`src/verilog/fps_pkg.sv`:
```
package fps_pkg;
	// clock
	localparam int CLK_NS = 5;
	// turn-on blanking; its length is not fixed by the part, plain default
	localparam int LEB_NS = 300;
	localparam int LEB_CYC = (LEB_NS + CLK_NS - 1) / CLK_NS;
	// longest single on-time in valley-resonant mode
	localparam int RES_MAX_US = 25;
	localparam int RES_MAX_CYC = (RES_MAX_US * 1000) / CLK_NS;
	// least on-time for a mains-level measurement
	localparam int MEAS_US = 2;
	localparam int MEAS_CYC = (MEAS_US * 1000 + CLK_NS - 1) / CLK_NS;
	// oscillator period, plain default
	localparam int OSC_NS = 10000;
	localparam int OSC_CYC = OSC_NS / CLK_NS;
	// duty limit in fixed-frequency mode, percent
	localparam int DUTY_PCT = 70;
	localparam int FIX_MAX_CYC = (OSC_CYC * DUTY_PCT) / 100;
	localparam int CNT_W = 16;

	// digitised comparator results, one bit each
	typedef struct packed {
		logic vcc_above_start;
		logic vcc_below_lockout;
		logic vcc_below_reset;
		logic prot_above_trip;
		logic prot_above_latch;
		logic ctrl_below_reg;
		logic ctrl_open;
		logic ctrl_level_low;
		logic winding_sense_grounded;
		logic winding_sense_negative;
		logic secondary_done;
		logic valley;
		logic peak_current;
		logic sense_below_ss;
		logic over_temp;
		logic mains_low;
	} fps_cmp_type;

	localparam int CMP_W = $bits(fps_cmp_type);

	typedef enum logic [2:0] {
		ST_LOCKOUT = 3'b001,
		ST_RUN = 3'b010,
		ST_HALT = 3'b100
	} fps_state_type;
endpackage : fps_pkg

```
`src/verilog/fps_seq.sv`:
```
`timescale 1ns/10ps
module fps_seq
	import fps_pkg::*;
#(
	parameter int RES_MAX = RES_MAX_CYC,
	parameter int OSC_PERIOD = OSC_CYC,
	parameter int FIX_MAX = FIX_MAX_CYC,
	parameter int LEB = LEB_CYC,
	parameter int MEAS = MEAS_CYC
) (
	// clock and reset
	input wire logic clock,
	input wire logic nrst,
	// comparator results from the analog front end
	input wire fps_cmp_type cmp,
	// gate drive
	output logic gate_drive,
	// current sources
	output logic timing_src_en,
	output logic ss_src_en,
	output logic ss_src_limit,
	// status
	output logic prot_latched,
	output logic fixed_freq_conduction_mode,
	output logic switching_enabled,
	output logic mains_sample
);
	fps_cmp_type s;
	logic [CMP_W-1:0] s_bits;
	fps_state_type state;
	fps_state_type next_state;
	logic [CNT_W-1:0] osc_cnt;
	logic [CNT_W-1:0] on_cnt;
	logic armed;
	logic neg_seen;
	logic stop_now;
	logic start_ok;
	logic end_pulse;
	logic res_limit;
	logic meas_fault;
	logic halt_req;
	logic latch_set;
	logic next_gate;

	// analog results arrive unrelated to the clock
	fps_sync #(.W(CMP_W)) u_sync (
		.clock(clock),
		.nrst(nrst),
		.d(cmp),
		.q(s_bits)
	);
	assign s = fps_cmp_type'(s_bits);

	// oscillator; armed marks it high again until a stroke uses it
	always_ff @(posedge clock or negedge nrst) begin
		if (!nrst) begin
			osc_cnt <= '0;
		end else if (osc_cnt >= CNT_W'(OSC_PERIOD - 1)) begin
			osc_cnt <= '0;
		end else begin
			osc_cnt <= osc_cnt + 1'b1;
		end
	end

	// a new period wins over the clear of the old one
	always_ff @(posedge clock or negedge nrst) begin
		if (!nrst) begin
			armed <= 1'b0;
		end else if (osc_cnt >= CNT_W'(OSC_PERIOD - 1)) begin
			armed <= 1'b1;
		end else if (next_gate && !gate_drive) begin
			armed <= 1'b0;
		end
	end

	// mode is taken only while not switching, so it cannot change mid-stroke
	always_ff @(posedge clock or negedge nrst) begin
		if (!nrst) begin
			fixed_freq_conduction_mode <= 1'b0;
		end else if (state == ST_LOCKOUT) begin
			fixed_freq_conduction_mode <= s.winding_sense_grounded;
		end
	end

	// on-time counter, zero in the first gate-high cycle
	always_ff @(posedge clock or negedge nrst) begin
		if (!nrst) begin
			on_cnt <= '0;
		end else if (gate_drive && next_gate) begin
			on_cnt <= on_cnt + 1'b1;
		end else begin
			on_cnt <= '0;
		end
	end

	always_ff @(posedge clock or negedge nrst) begin
		if (!nrst) begin
			neg_seen <= 1'b0;
		end else if (!gate_drive) begin
			neg_seen <= 1'b0;
		end else if (s.winding_sense_negative) begin
			neg_seen <= 1'b1;
		end
	end

	// faults and latch
	assign latch_set = s.prot_above_latch
		|| (s.prot_above_trip && !s.ctrl_below_reg)
		|| s.over_temp;

	// a set in the same cycle as the reset level wins
	always_ff @(posedge clock or negedge nrst) begin
		if (!nrst) begin
			prot_latched <= 1'b0;
		end else if (latch_set) begin
			prot_latched <= 1'b1;
		end else if (s.vcc_below_reset) begin
			prot_latched <= 1'b0;
		end
	end

	// faults override blanking: a pulse may be cut short only by a stop
	assign stop_now = (state != ST_RUN)
		|| s.ctrl_open
		|| s.prot_above_trip
		|| prot_latched || latch_set
		|| s.vcc_below_lockout;

	// the limit holds every resonant stroke; a negative sense only confirms it
	assign res_limit = !fixed_freq_conduction_mode && (on_cnt >= CNT_W'(RES_MAX - 1));

	assign end_pulse = (s.peak_current && on_cnt >= CNT_W'(LEB - 1))
		|| (fixed_freq_conduction_mode && on_cnt >= CNT_W'(FIX_MAX - 1))
		|| res_limit;

	// brown-out only counts on strokes long enough to measure
	assign meas_fault = gate_drive && end_pulse && !fixed_freq_conduction_mode
		&& (on_cnt >= CNT_W'(MEAS - 1)) && s.mains_low;

	assign halt_req = (gate_drive && res_limit)
		|| meas_fault
		|| (s.prot_above_trip && s.ctrl_below_reg);

	assign start_ok = armed && !s.ctrl_level_low
		&& (fixed_freq_conduction_mode || (s.secondary_done && s.valley));

	always_comb begin
		if (stop_now) begin
			next_gate = 1'b0;
		end else if (gate_drive) begin
			next_gate = !end_pulse;
		end else begin
			next_gate = start_ok;
		end
	end

	always_ff @(posedge clock or negedge nrst) begin
		if (!nrst) begin
			gate_drive <= 1'b0;
		end else begin
			gate_drive <= next_gate;
		end
	end

	always_ff @(posedge clock or negedge nrst) begin
		if (!nrst) begin
			mains_sample <= 1'b0;
		end else begin
			mains_sample <= gate_drive && !next_gate && (on_cnt >= CNT_W'(MEAS - 1));
		end
	end

	// supply sequencing
	always_comb begin
		next_state = state;
		case (state)
			ST_LOCKOUT: begin
				if (s.vcc_above_start && !s.vcc_below_lockout && !prot_latched && !latch_set) begin
					next_state = ST_RUN;
				end
			end
			ST_RUN: begin
				if (s.vcc_below_lockout) begin
					next_state = ST_LOCKOUT;
				end else if (halt_req) begin
					next_state = ST_HALT;
				end
			end
			ST_HALT: begin
				if (s.vcc_below_lockout) begin
					next_state = ST_LOCKOUT;
				end
			end
			default: begin
				next_state = ST_LOCKOUT;
			end
		endcase
	end

	always_ff @(posedge clock or negedge nrst) begin
		if (!nrst) begin
			state <= ST_LOCKOUT;
		end else begin
			state <= next_state;
		end
	end

	// current source enables
	always_ff @(posedge clock or negedge nrst) begin
		if (!nrst) begin
			timing_src_en <= 1'b0;
			ss_src_en <= 1'b0;
			ss_src_limit <= 1'b0;
			switching_enabled <= 1'b0;
		end else begin
			timing_src_en <= (state == ST_RUN) && s.ctrl_below_reg;
			ss_src_en <= (state == ST_LOCKOUT) && s.sense_below_ss;
			ss_src_limit <= (state == ST_LOCKOUT) && !s.sense_below_ss;
			switching_enabled <= (next_state == ST_RUN);
		end
	end

	property p_blank;
		@(posedge clock) disable iff (!nrst)
		gate_drive && !stop_now && (on_cnt < CNT_W'(LEB - 1)) |=> gate_drive;
	endproperty
	a_blank: assert property (p_blank) else $error("pulse ended inside blanking");

	property p_ocp;
		@(posedge clock) disable iff (!nrst)
		gate_drive && s.peak_current && (on_cnt >= CNT_W'(LEB - 1)) |=> !gate_drive;
	endproperty
	a_ocp: assert property (p_ocp) else $error("peak current did not end pulse");

	property p_ctrl_open;
		@(posedge clock) disable iff (!nrst)
		s.ctrl_open |=> !gate_drive;
	endproperty
	a_ctrl_open: assert property (p_ctrl_open) else $error("switching with open feedback");

	property p_trip;
		@(posedge clock) disable iff (!nrst)
		s.prot_above_trip |=> !gate_drive ##1 !gate_drive;
	endproperty
	a_trip: assert property (p_trip) else $error("switching after protection trip");

	property p_latch;
		@(posedge clock) disable iff (!nrst)
		s.prot_above_latch |=> prot_latched && !gate_drive;
	endproperty
	a_latch: assert property (p_latch) else $error("latch not set above latch level");

	property p_latch_hold;
		@(posedge clock) disable iff (!nrst)
		prot_latched && !s.vcc_below_reset |=> prot_latched;
	endproperty
	a_latch_hold: assert property (p_latch_hold) else $error("latch cleared without reset level");

	property p_fix_max;
		@(posedge clock) disable iff (!nrst)
		fixed_freq_conduction_mode && gate_drive |-> on_cnt < CNT_W'(FIX_MAX);
	endproperty
	a_fix_max: assert property (p_fix_max) else $error("duty limit exceeded");

	property p_res_fault;
		@(posedge clock) disable iff (!nrst)
		gate_drive && res_limit && !s.vcc_below_lockout && state == ST_RUN |=> !gate_drive && state == ST_HALT;
	endproperty
	a_res_fault: assert property (p_res_fault) else $error("long on-time did not halt");

	// a stroke that saw the negative sense never outlasts the resonant limit
	property p_neg_limit;
		@(posedge clock) disable iff (!nrst)
		gate_drive && neg_seen && !fixed_freq_conduction_mode |-> on_cnt < CNT_W'(RES_MAX);
	endproperty
	a_neg_limit: assert property (p_neg_limit) else $error("on-time past limit after negative sense");

	property p_lockout;
		@(posedge clock) disable iff (!nrst)
		s.vcc_below_lockout |=> state == ST_LOCKOUT && !gate_drive;
	endproperty
	a_lockout: assert property (p_lockout) else $error("no stop at supply lockout");

	property p_timing;
		@(posedge clock) disable iff (!nrst)
		timing_src_en |-> $past(s.ctrl_below_reg) && $past(state) == ST_RUN;
	endproperty
	a_timing: assert property (p_timing) else $error("timing source on in regulation");

	property p_one_on;
		@(posedge clock) disable iff (!nrst)
		$rose(gate_drive) |-> !armed || (osc_cnt == '0);
	endproperty
	a_one_on: assert property (p_one_on) else $error("second switch-on in one period");
endmodule : fps_seq

```
`src/verilog/fps_sync.sv`:
```
`timescale 1ns/10ps
module fps_sync #(
	parameter int W = 1
) (
	// clock and reset
	input wire logic clock,
	input wire logic nrst,
	// data
	input wire logic [W-1:0] d,
	output logic [W-1:0] q
);
	logic [W-1:0] meta;

	// first stage is read by the second stage only
	always_ff @(posedge clock or negedge nrst) begin
		if (!nrst) begin
			meta <= '0;
			q <= '0;
		end else begin
			meta <= d;
			q <= meta;
		end
	end
endmodule : fps_sync

```
`config.mk`:
```
export PLATFORM = sky130hd
export DESIGN_NAME = fps_seq
export DESIGN_NICKNAME = d
export VERILOG_FILES = /design/src/verilog/fps_pkg.sv /design/src/verilog/fps_seq.sv /design/src/verilog/fps_sync.sv
export SDC_FILE = /design/constraint.sdc
export NUM_CORES = 1
export LEC_CHECK = 0
export BUFFER_PORTS_ARGS = -buffer_cell sky130_fd_sc_hd__buf_2
export CORE_MARGIN = 2
export CORE_UTILIZATION = 52
export DETAILED_ROUTE_END_ITERATION = 12
export PLACE_DENSITY_LB_ADDON = 0.05
export SLEW_MARGIN = 25
export SYNTH_ARGS = -nofsm -noshare
export SYNTH_HDL_FRONTEND = slang
export SYNTH_HIERARCHICAL = 1
export SYNTH_SLANG_ARGS = --single-unit
```
`constraint.sdc`:
```
create_clock -name clock -period 1.7 [get_ports clock]
set_clock_uncertainty 0.2 [all_clocks]
set_input_delay 0.255 -clock clock [delete_from_list [all_inputs] [get_ports clock]]
set_output_delay 0.255 -clock clock [all_outputs]
set_load 0.05 [all_outputs]
```
## Yosys cells after proc, flatten, opt, wreduce, memory -nomap -nowiden

Cells that the tools add are included.

| operators by class | value |
|---|---|
| multiplexer cells | 13 |
| reductions and logical operators | 47 |
| equal/unequal tests | 5 |
| add/subtract/negate cells | 2 |
| magnitude comparators | 5 |

Operators with widths:

| cell | number |
|---|---|
| $add 16x1->16 const B | 2 |
| $ge 16x11->1 const B | 2 |
| $mux 16 | 2 |
| $logic_and 1x1->1 | 23 |
| $ge 16x13->1 const B | 1 |
| $ge 16x6->1 const B | 1 |
| $ge 16x9->1 const B | 1 |
| $logic_or 1x1->1 | 12 |
| $mux 3 | 4 |
| $logic_not 1->1 | 10 |
| $pmux 3 s3 | 1 |
| $eq 3x2->1 const B | 2 |
| $mux 1 | 6 |
| $reduce_bool 2->1 | 2 |
| $eq 3x1->1 const B | 1 |
| $eq 3x3->1 const B | 1 |
| $ne 3x2->1 const B | 1 |

| storage, ports and cells | value |
|---|---|
| output and inout bits | 8 |
| logic and storage cells | 86 |
| flip-flop bits (word level) | 76 |
| bits of input ports | 18 |

## Longest topological paths before layout

Gate-level depths: netlist of run 1.

| logic depth | value |
|---|---|
| depth after elaboration | 14 |
| depth in mapped cells | 7 |
| mapped depth without buffers | 6 |

## Cells and area by module

The synthesis of run 1 kept the hierarchy.

By module, submodules not included:

| module | area each (sq um) | instances | cells each | sequential area each (sq um) |
|---|---|---|---|---|
| fps_seq | 2043.2 | 1 | 196 | 1102.3 |
| fps_sync | 800.8 | 1 | 32 | 800.8 |

## Worst setup path before layout of run 1

No wires, ideal clock.

| timing | value |
|---|---|
| path kind | register to register |
| from | register osc_cnt[0] |
| to | register osc_cnt[10] |
| arrival time | 1.585 ns |
| period minus slack after synthesis | 1.857 ns |
| stages on the path, launching flop included | 8 |
| path slack | -0.157 ns |
| library setup time | 0.072 ns |
| cell sequence | dfrtp_1 > ha_1 > and3_1 > or3_1 > nand4_1 > nand3_1 > clkbuf_1 > nor2_1 |

| on the way | value |
|---|---|
| cells in the longest elaborated chain, start to end | 2 |
| elaborated cells between the ends (all ways) | 3 |
| classes of those cells | add/sub (1); order compare (1); mux (1) |

Ends and longest elaborated chain:

| item | RTL line | source |
|---|---|---|
| start, declared | fps_seq.sv:32 | `logic [CNT_W-1:0] osc_cnt;` |
| start signal, assigned | fps_seq.sv:61 | `osc_cnt <= osc_cnt + 1'b1;` |
| $add 16x1->16 / $ge 16x11->1 (equally long branches) | fps_seq.sv:61, fps_seq.sv:58 |  |
| $mux 16 (*) | fps_seq.sv:58 | `end else if (osc_cnt >= CNT_W'(OSC_PERIOD - 1)) begin` |

Every way passes the cells marked *; elsewhere a longest branch is shown, timed or not.
A chain may end at the register's enable or synchronous reset.

## Worst setup path in the final report of run 1

| timing | value |
|---|---|
| from | register osc_cnt[1] |
| to | register osc_cnt[8] |

Same word-level chain as after synthesis.

==> metrics, run 1 <==
Global Route Usage Sum=18.3%; Min Hold Slack=roughly 140 ps; most frequent cells in the layout=dfrtp_1, buf_4, buf_2; largest net degree at the start of global routing=52; Worst setup EP type=flop; outcome=finished, violations left; kind of critical path=flop to flop; Num CTS Buffers=9; fillers=around 360; max-cap violations=0; Startpoint Class=flop; Starting Density=a little over half; synthesized area=between 0.002 and 0.003 mm2; Synth Instances=226; DRC=0; Power Density=between 800 and 900 mW/mm2; PnR Total Power=~3.3 mW; drt first pass iters=4; hold crit path type=flop to flop; hold path start=u_sync/meta[11]; initial drt markers=51; CTS tree=yes; first-pass GRT wire length=around 8.4 mm; Post-Place Cell Area=between 0.003 and 0.004 mm2; share of layout cells above drive strength 1=a little under two fifths; CP max FO=5; die height=77.3 um; Lkg Pwr=about 1.7 nW; Final Net Count=around 330; Worst EP arrival=1880 ps; die area=0.00598 mm2; Clk pin slew, worst setup/hold paths=~80 ps; DP HPWL=3.18 mm; die width=slightly below 80 um; H-tree depth=3; Root Driver=clkbuf_8; via-per-instance ratio=4.82; DR vias=approximately 1,900; fin crit share=106%; Yosys Warn Count=6; Rows=26; Max Clk Rate=554 MHz; most common cell after layout, fill and taps aside=dfrtp_1; Reg-to-Reg End=osc_cnt[8]; failing checks=negative setup slack; core area=a little over 0.005 mm2; diode count=0; utilization after layout=about three quarters; I/O pins=26; R2R Path Start=osc_cnt[1]; Hold EP=u_sync/q[11]; setup ws final=-105 ps; # clock sinks=between 70 and 80; cells on worst reg2reg path=7; initial antenna violation count=0; clock latency on the worst-skew pair=around 340 ps; Layout area overhead=37.1%; fin area=0.00383 mm2; Avg WL per Cell=approximately 13 um; vias in the first global route=about 1,900; GP Congestion=around 0.9; Final setup viols=26; Port Buf Inserts=24; Final ANT Viol Nets=0; VDD IR-drop max=0.903 mV; Max Slew Vio Count=0; Final Hold Vio Count=0; GRT Residual Overflow=0; WL final=4.89 mm; Tmin final=between 1500 and 2000 ps; RSZ-0062 raised after global routing=yes; pre-CTS WS=-94.6 ps; CTS max path bufs=2; syn_area_per_cell=12.4 um2; WHS Path Cells=0; flop-to-flop setup slack=-110 ps; WP data required=1770 ps
-- critical path, stage by stage (launching register included) --
cell     delay [ps]
dfrtp_1         380
ha_2            190
and3_4          170
or3_1           300
nand4_1         100
nand3_2         140
buf_6           180
nor2_1           80
-- metrics by stage --
step                instances  TNS, ps
floorplan                 233    -26.1
global placement          354     -836
detailed placement        354    -1680
CTS                       387    -2020
global route              388    -3690
finish                    388    -1590
-- power by group --
part	switching (mW)	total (mW)	leakage, nW	internal [mW]
registers	0.0256	1.84	0.923	1.81
clock network	0.630	1.31	0.0889	0.680
logic	0.0905	0.160	0.669	0.0696
total	0.746	3.31	1.68	2.56
-- repair_timing --
| action | CTS | global route |
|---|---|---|
| hold buffers | 16 | 0 |
| gates resized for setup | 13 | 20 |
| setup endpoints to repair | 28 | 31 |
| buffers inserted | 1 | 1 |
| pin swaps | 6 | 8 |
| hold endpoints to repair | 89 | 0 |
-- state kept, by name (all words and copies together) (netlist names) --
signal	flops
on_cnt	16
osc_cnt	16
u_sync/meta	15
u_sync/q	15
state	3
armed	1
fixed_freq_conduction_mode	1
gate_drive	1
mains_sample	1
prot_latched	1
ss_src_en	1
ss_src_limit	1
switching_enabled	1
timing_src_en	1
-- layout make-up --
type	count	area (um2)	area share, %
tap	70	87.6	2.29
sequential	74	1860	48.4
clock buffer	10	128	3.33
inverter	7	26.3	0.686
clock inverter	6	66.3	1.73
multi-input combinational	150	1100	28.8
timing repair buffer	71	562	14.7
-- routing by layer --
layer / wire length [um] / up-vias / track usage, %
li1: - / 936 / -
met2: 2410 / 27 / 29.2
met1: 2260 / 903 / 23.2
met5: 0 / - / 0
met3: 153 / 6 / 4.71
met4: 63 / 0 / 8.93
-- worst max path at each step --
stage	from	end	slack [ps]	cells past startpoint
2_1_floorplan	osc_cnt[0]	osc_cnt[0]	-3	7
3_3_place_gp	osc_cnt[1]	osc_cnt[3]	-50	7
3_5_place_dp	on_cnt[9]	on_cnt[2]	-90	6
4_1_cts	on_cnt[9]	on_cnt[2]	-110	6
5_1_grt	on_cnt[1]	on_cnt[2]	-170	7
6_report	osc_cnt[1]	osc_cnt[8]	-110	7
Note: power is estimated with default switching activity, not from simulation.
==> run 2, diff against run 1 <==
--- a/config.mk
+++ b/config.mk
@@ -6,6 +6,7 @@
 export NUM_CORES = 1
 export LEC_CHECK = 0
 export BUFFER_PORTS_ARGS = -buffer_cell sky130_fd_sc_hd__buf_2
+export CORE_ASPECT_RATIO = 1.5
 export CORE_MARGIN = 2
 export CORE_UTILIZATION = 52
 export DETAILED_ROUTE_END_ITERATION = 12
==> run 2 against run 1 <==
Routed wire length grew 13%. Via count rose by 5.3%. Non-clock buffer count up 8. Sequential power about the same. Final cell count increased by 1.5%. Worst hold slack improved by 6.2 ps. Die area is 0.20% higher. Highest routed layer unchanged. The flow still finishes with violations (negative setup slack).
==> metrics, run 2 (same netlist as run 1, synthesis figures left out) <==
outcome=finished, violations left; failing checks=negative setup slack; Num CTS Buffers=9; Final ANT Viol Nets=0; fillers=339; Reg-to-Reg End=on_cnt[9]; DR vias=a little under 2,000; max-cap violations=0; H-tree depth=3; Hold EP=u_sync/q[15]; DRC=0; vias in the first global route=~2,000; Pint=~2.6 mW; diode count=0; GP Congestion=about 0.78; CTS max path bufs=2; die width=approximately 64 um; GRT Residual Overflow=0; kind of critical path=flop to flop; Global Route Usage Sum=between 20% and 30%; GR Util met1=a little under a quarter; Largest regs=on_cnt: 16 flops, osc_cnt: 16 flops; Switch Pwr=approximately 0.82 mW; met2 Use GR=about a third; busiest grt layer=met2; Placed Cells=about 350; post-route insts no fill=approximately 390; Worst EP arrival=1920 ps; Tmin final=around 1800 ps; sequential share of power=a little over half; initial drt markers=87; Lkg Pwr=~1.7 nW; Clk pin slew, worst setup/hold paths=about 90 ps; Post-Place Cell Area=between 0.003 and 0.004 mm2; initial antenna violation count=0; die height=between 90 and 100 um; WP data required=approximately 1800 ps; fin area=approximately 0.004 mm2; Final Net Count=around 340; Root Driver=clkbuf_8; Startpoint Class=flop; Final Hold Vio Count=0; Power Density=approximately 850 mW/mm2; pre-CTS WS=-131 ps; first-pass GRT wire length=between 9 and 10 mm; Layout area overhead=42.9%; DP HPWL=between 3 and 4 mm; flop-to-flop setup slack=-140 ps; post-route setup TNS=-2710 ps; share of layout cells above drive strength 1=41.7%; Worst setup EP type=flop; most frequent cells in the layout=dfrtp_1, buf_4, buf_2; I/O pins=26; Max Clk Rate=approximately 540 MHz; Avg WL per Cell=14.1 um; most common cell after layout, fill and taps aside=dfrtp_1; Max Slew Vio Count=0; fin crit share=108%; RSZ-0062 raised after global routing=yes; core area=roughly 0.0052 mm2; R2R Path Start=on_cnt[0]; clock latency on the worst-skew pair=~350 ps; Rows=32; utilization after layout=around 77%; largest net degree at the start of global routing=75; cells on worst reg2reg path=7; # clock sinks=74; die area=between 0.005 and 0.006 mm2; WHS Path Cells=0; Final setup viols=26; clock group share of total power=a little over 40%; hold crit path type=flop to flop; Port Buf Inserts=24; drt first pass iters=4; via-per-instance ratio=~5; CTS tree=yes; Min Hold Slack=about 150 ps; hold path start=u_sync/meta[15]; PnR Total Power=~3.4 mW; Sw Ratio=approximately a quarter; CP max FO=6; combinational share of power=under 10%; setup ws final=-142 ps; VDD IR-drop max=around 0.8 mV; WL final=around 5.5 mm; met3 usage=~4.8%; Starting Density=between 50% and 60%
## run 2: cell types whose count changed in the layout (fill, tap and decap cells not counted), sizes merged
cell,before,now
buf,55,62
inv,8,10
clkinv,1,2
clkinvlp,3,1
## run 2: worst max-delay path by stage
| stage | from | to | depth (start not counted) |
|---|---|---|---|
| floorplan | osc_cnt[0] | osc_cnt[0] | 7 |
| global placement | u_sync/q[14] | on_cnt[3] | 5 |
| detailed placement | u_sync/q[14] | on_cnt[2] | 5 |
| CTS | osc_cnt[0] | osc_cnt[5] | 7 |
| global route | on_cnt[0] | on_cnt[8] | 7 |
| finish | on_cnt[0] | on_cnt[9] | 7 |
## run 2: cell type report
type / instances / area (um2) / share of cell area, %
clock buffers: 9 / 124 / 3.10
multi-input cells: 150 / 1190 / 29.8
clock inverters: 7 / 83.8 / 2.10
repair buffers: 79 / 627 / 15.7
flip-flops and latches: 74 / 1860 / 46.5
well taps: 68 / 85.1 / 2.13
inverters: 7 / 26.3 / 0.658
## run 2: power groups by stage
| stage | sequential (mW) | combinational [mW] | clock, mW |
|---|---|---|---|
| 4_1_cts | 1.83 | 0.151 | 1.44 |
| 2_1_floorplan | 1.88 | 0.0273 | 0 |
| 5_1_grt | 1.84 | 0.177 | 1.53 |
| 6_report | 1.84 | 0.159 | 1.40 |
| 3_3_place_gp | 1.87 | 0.118 | 0 |
| 3_5_place_dp | 1.87 | 0.120 | 0 |
## run 2: what timing repair did
action | 4_1_cts | 5_1_grt
hold buffers | 16 | 0
hold endpoints to repair | 88 | 0
gates resized for setup | 18 | 37
pin swaps | 3 | 11
setup buffers | 3 | 4
setup endpoints to repair | 29 | 31
gates cloned | 0 | 1
## run 2: layer usage
layer / wire (um) / part of all wire (%)
met5: 0 / 0
met4: 129 / 2.3
met3: 130 / 2.3
met2: 3070 / 55
met1: 2220 / 40
## run 2: worst max-delay path, stage by stage, from the launching register on
cell and delay, ps:
dfrtp_1 420, ha_4 190, a21oi_4 170, o21ai_2 80, a21oi_2 220, o2111ai_4 180, clkbuf_16 220, nor2_4 70
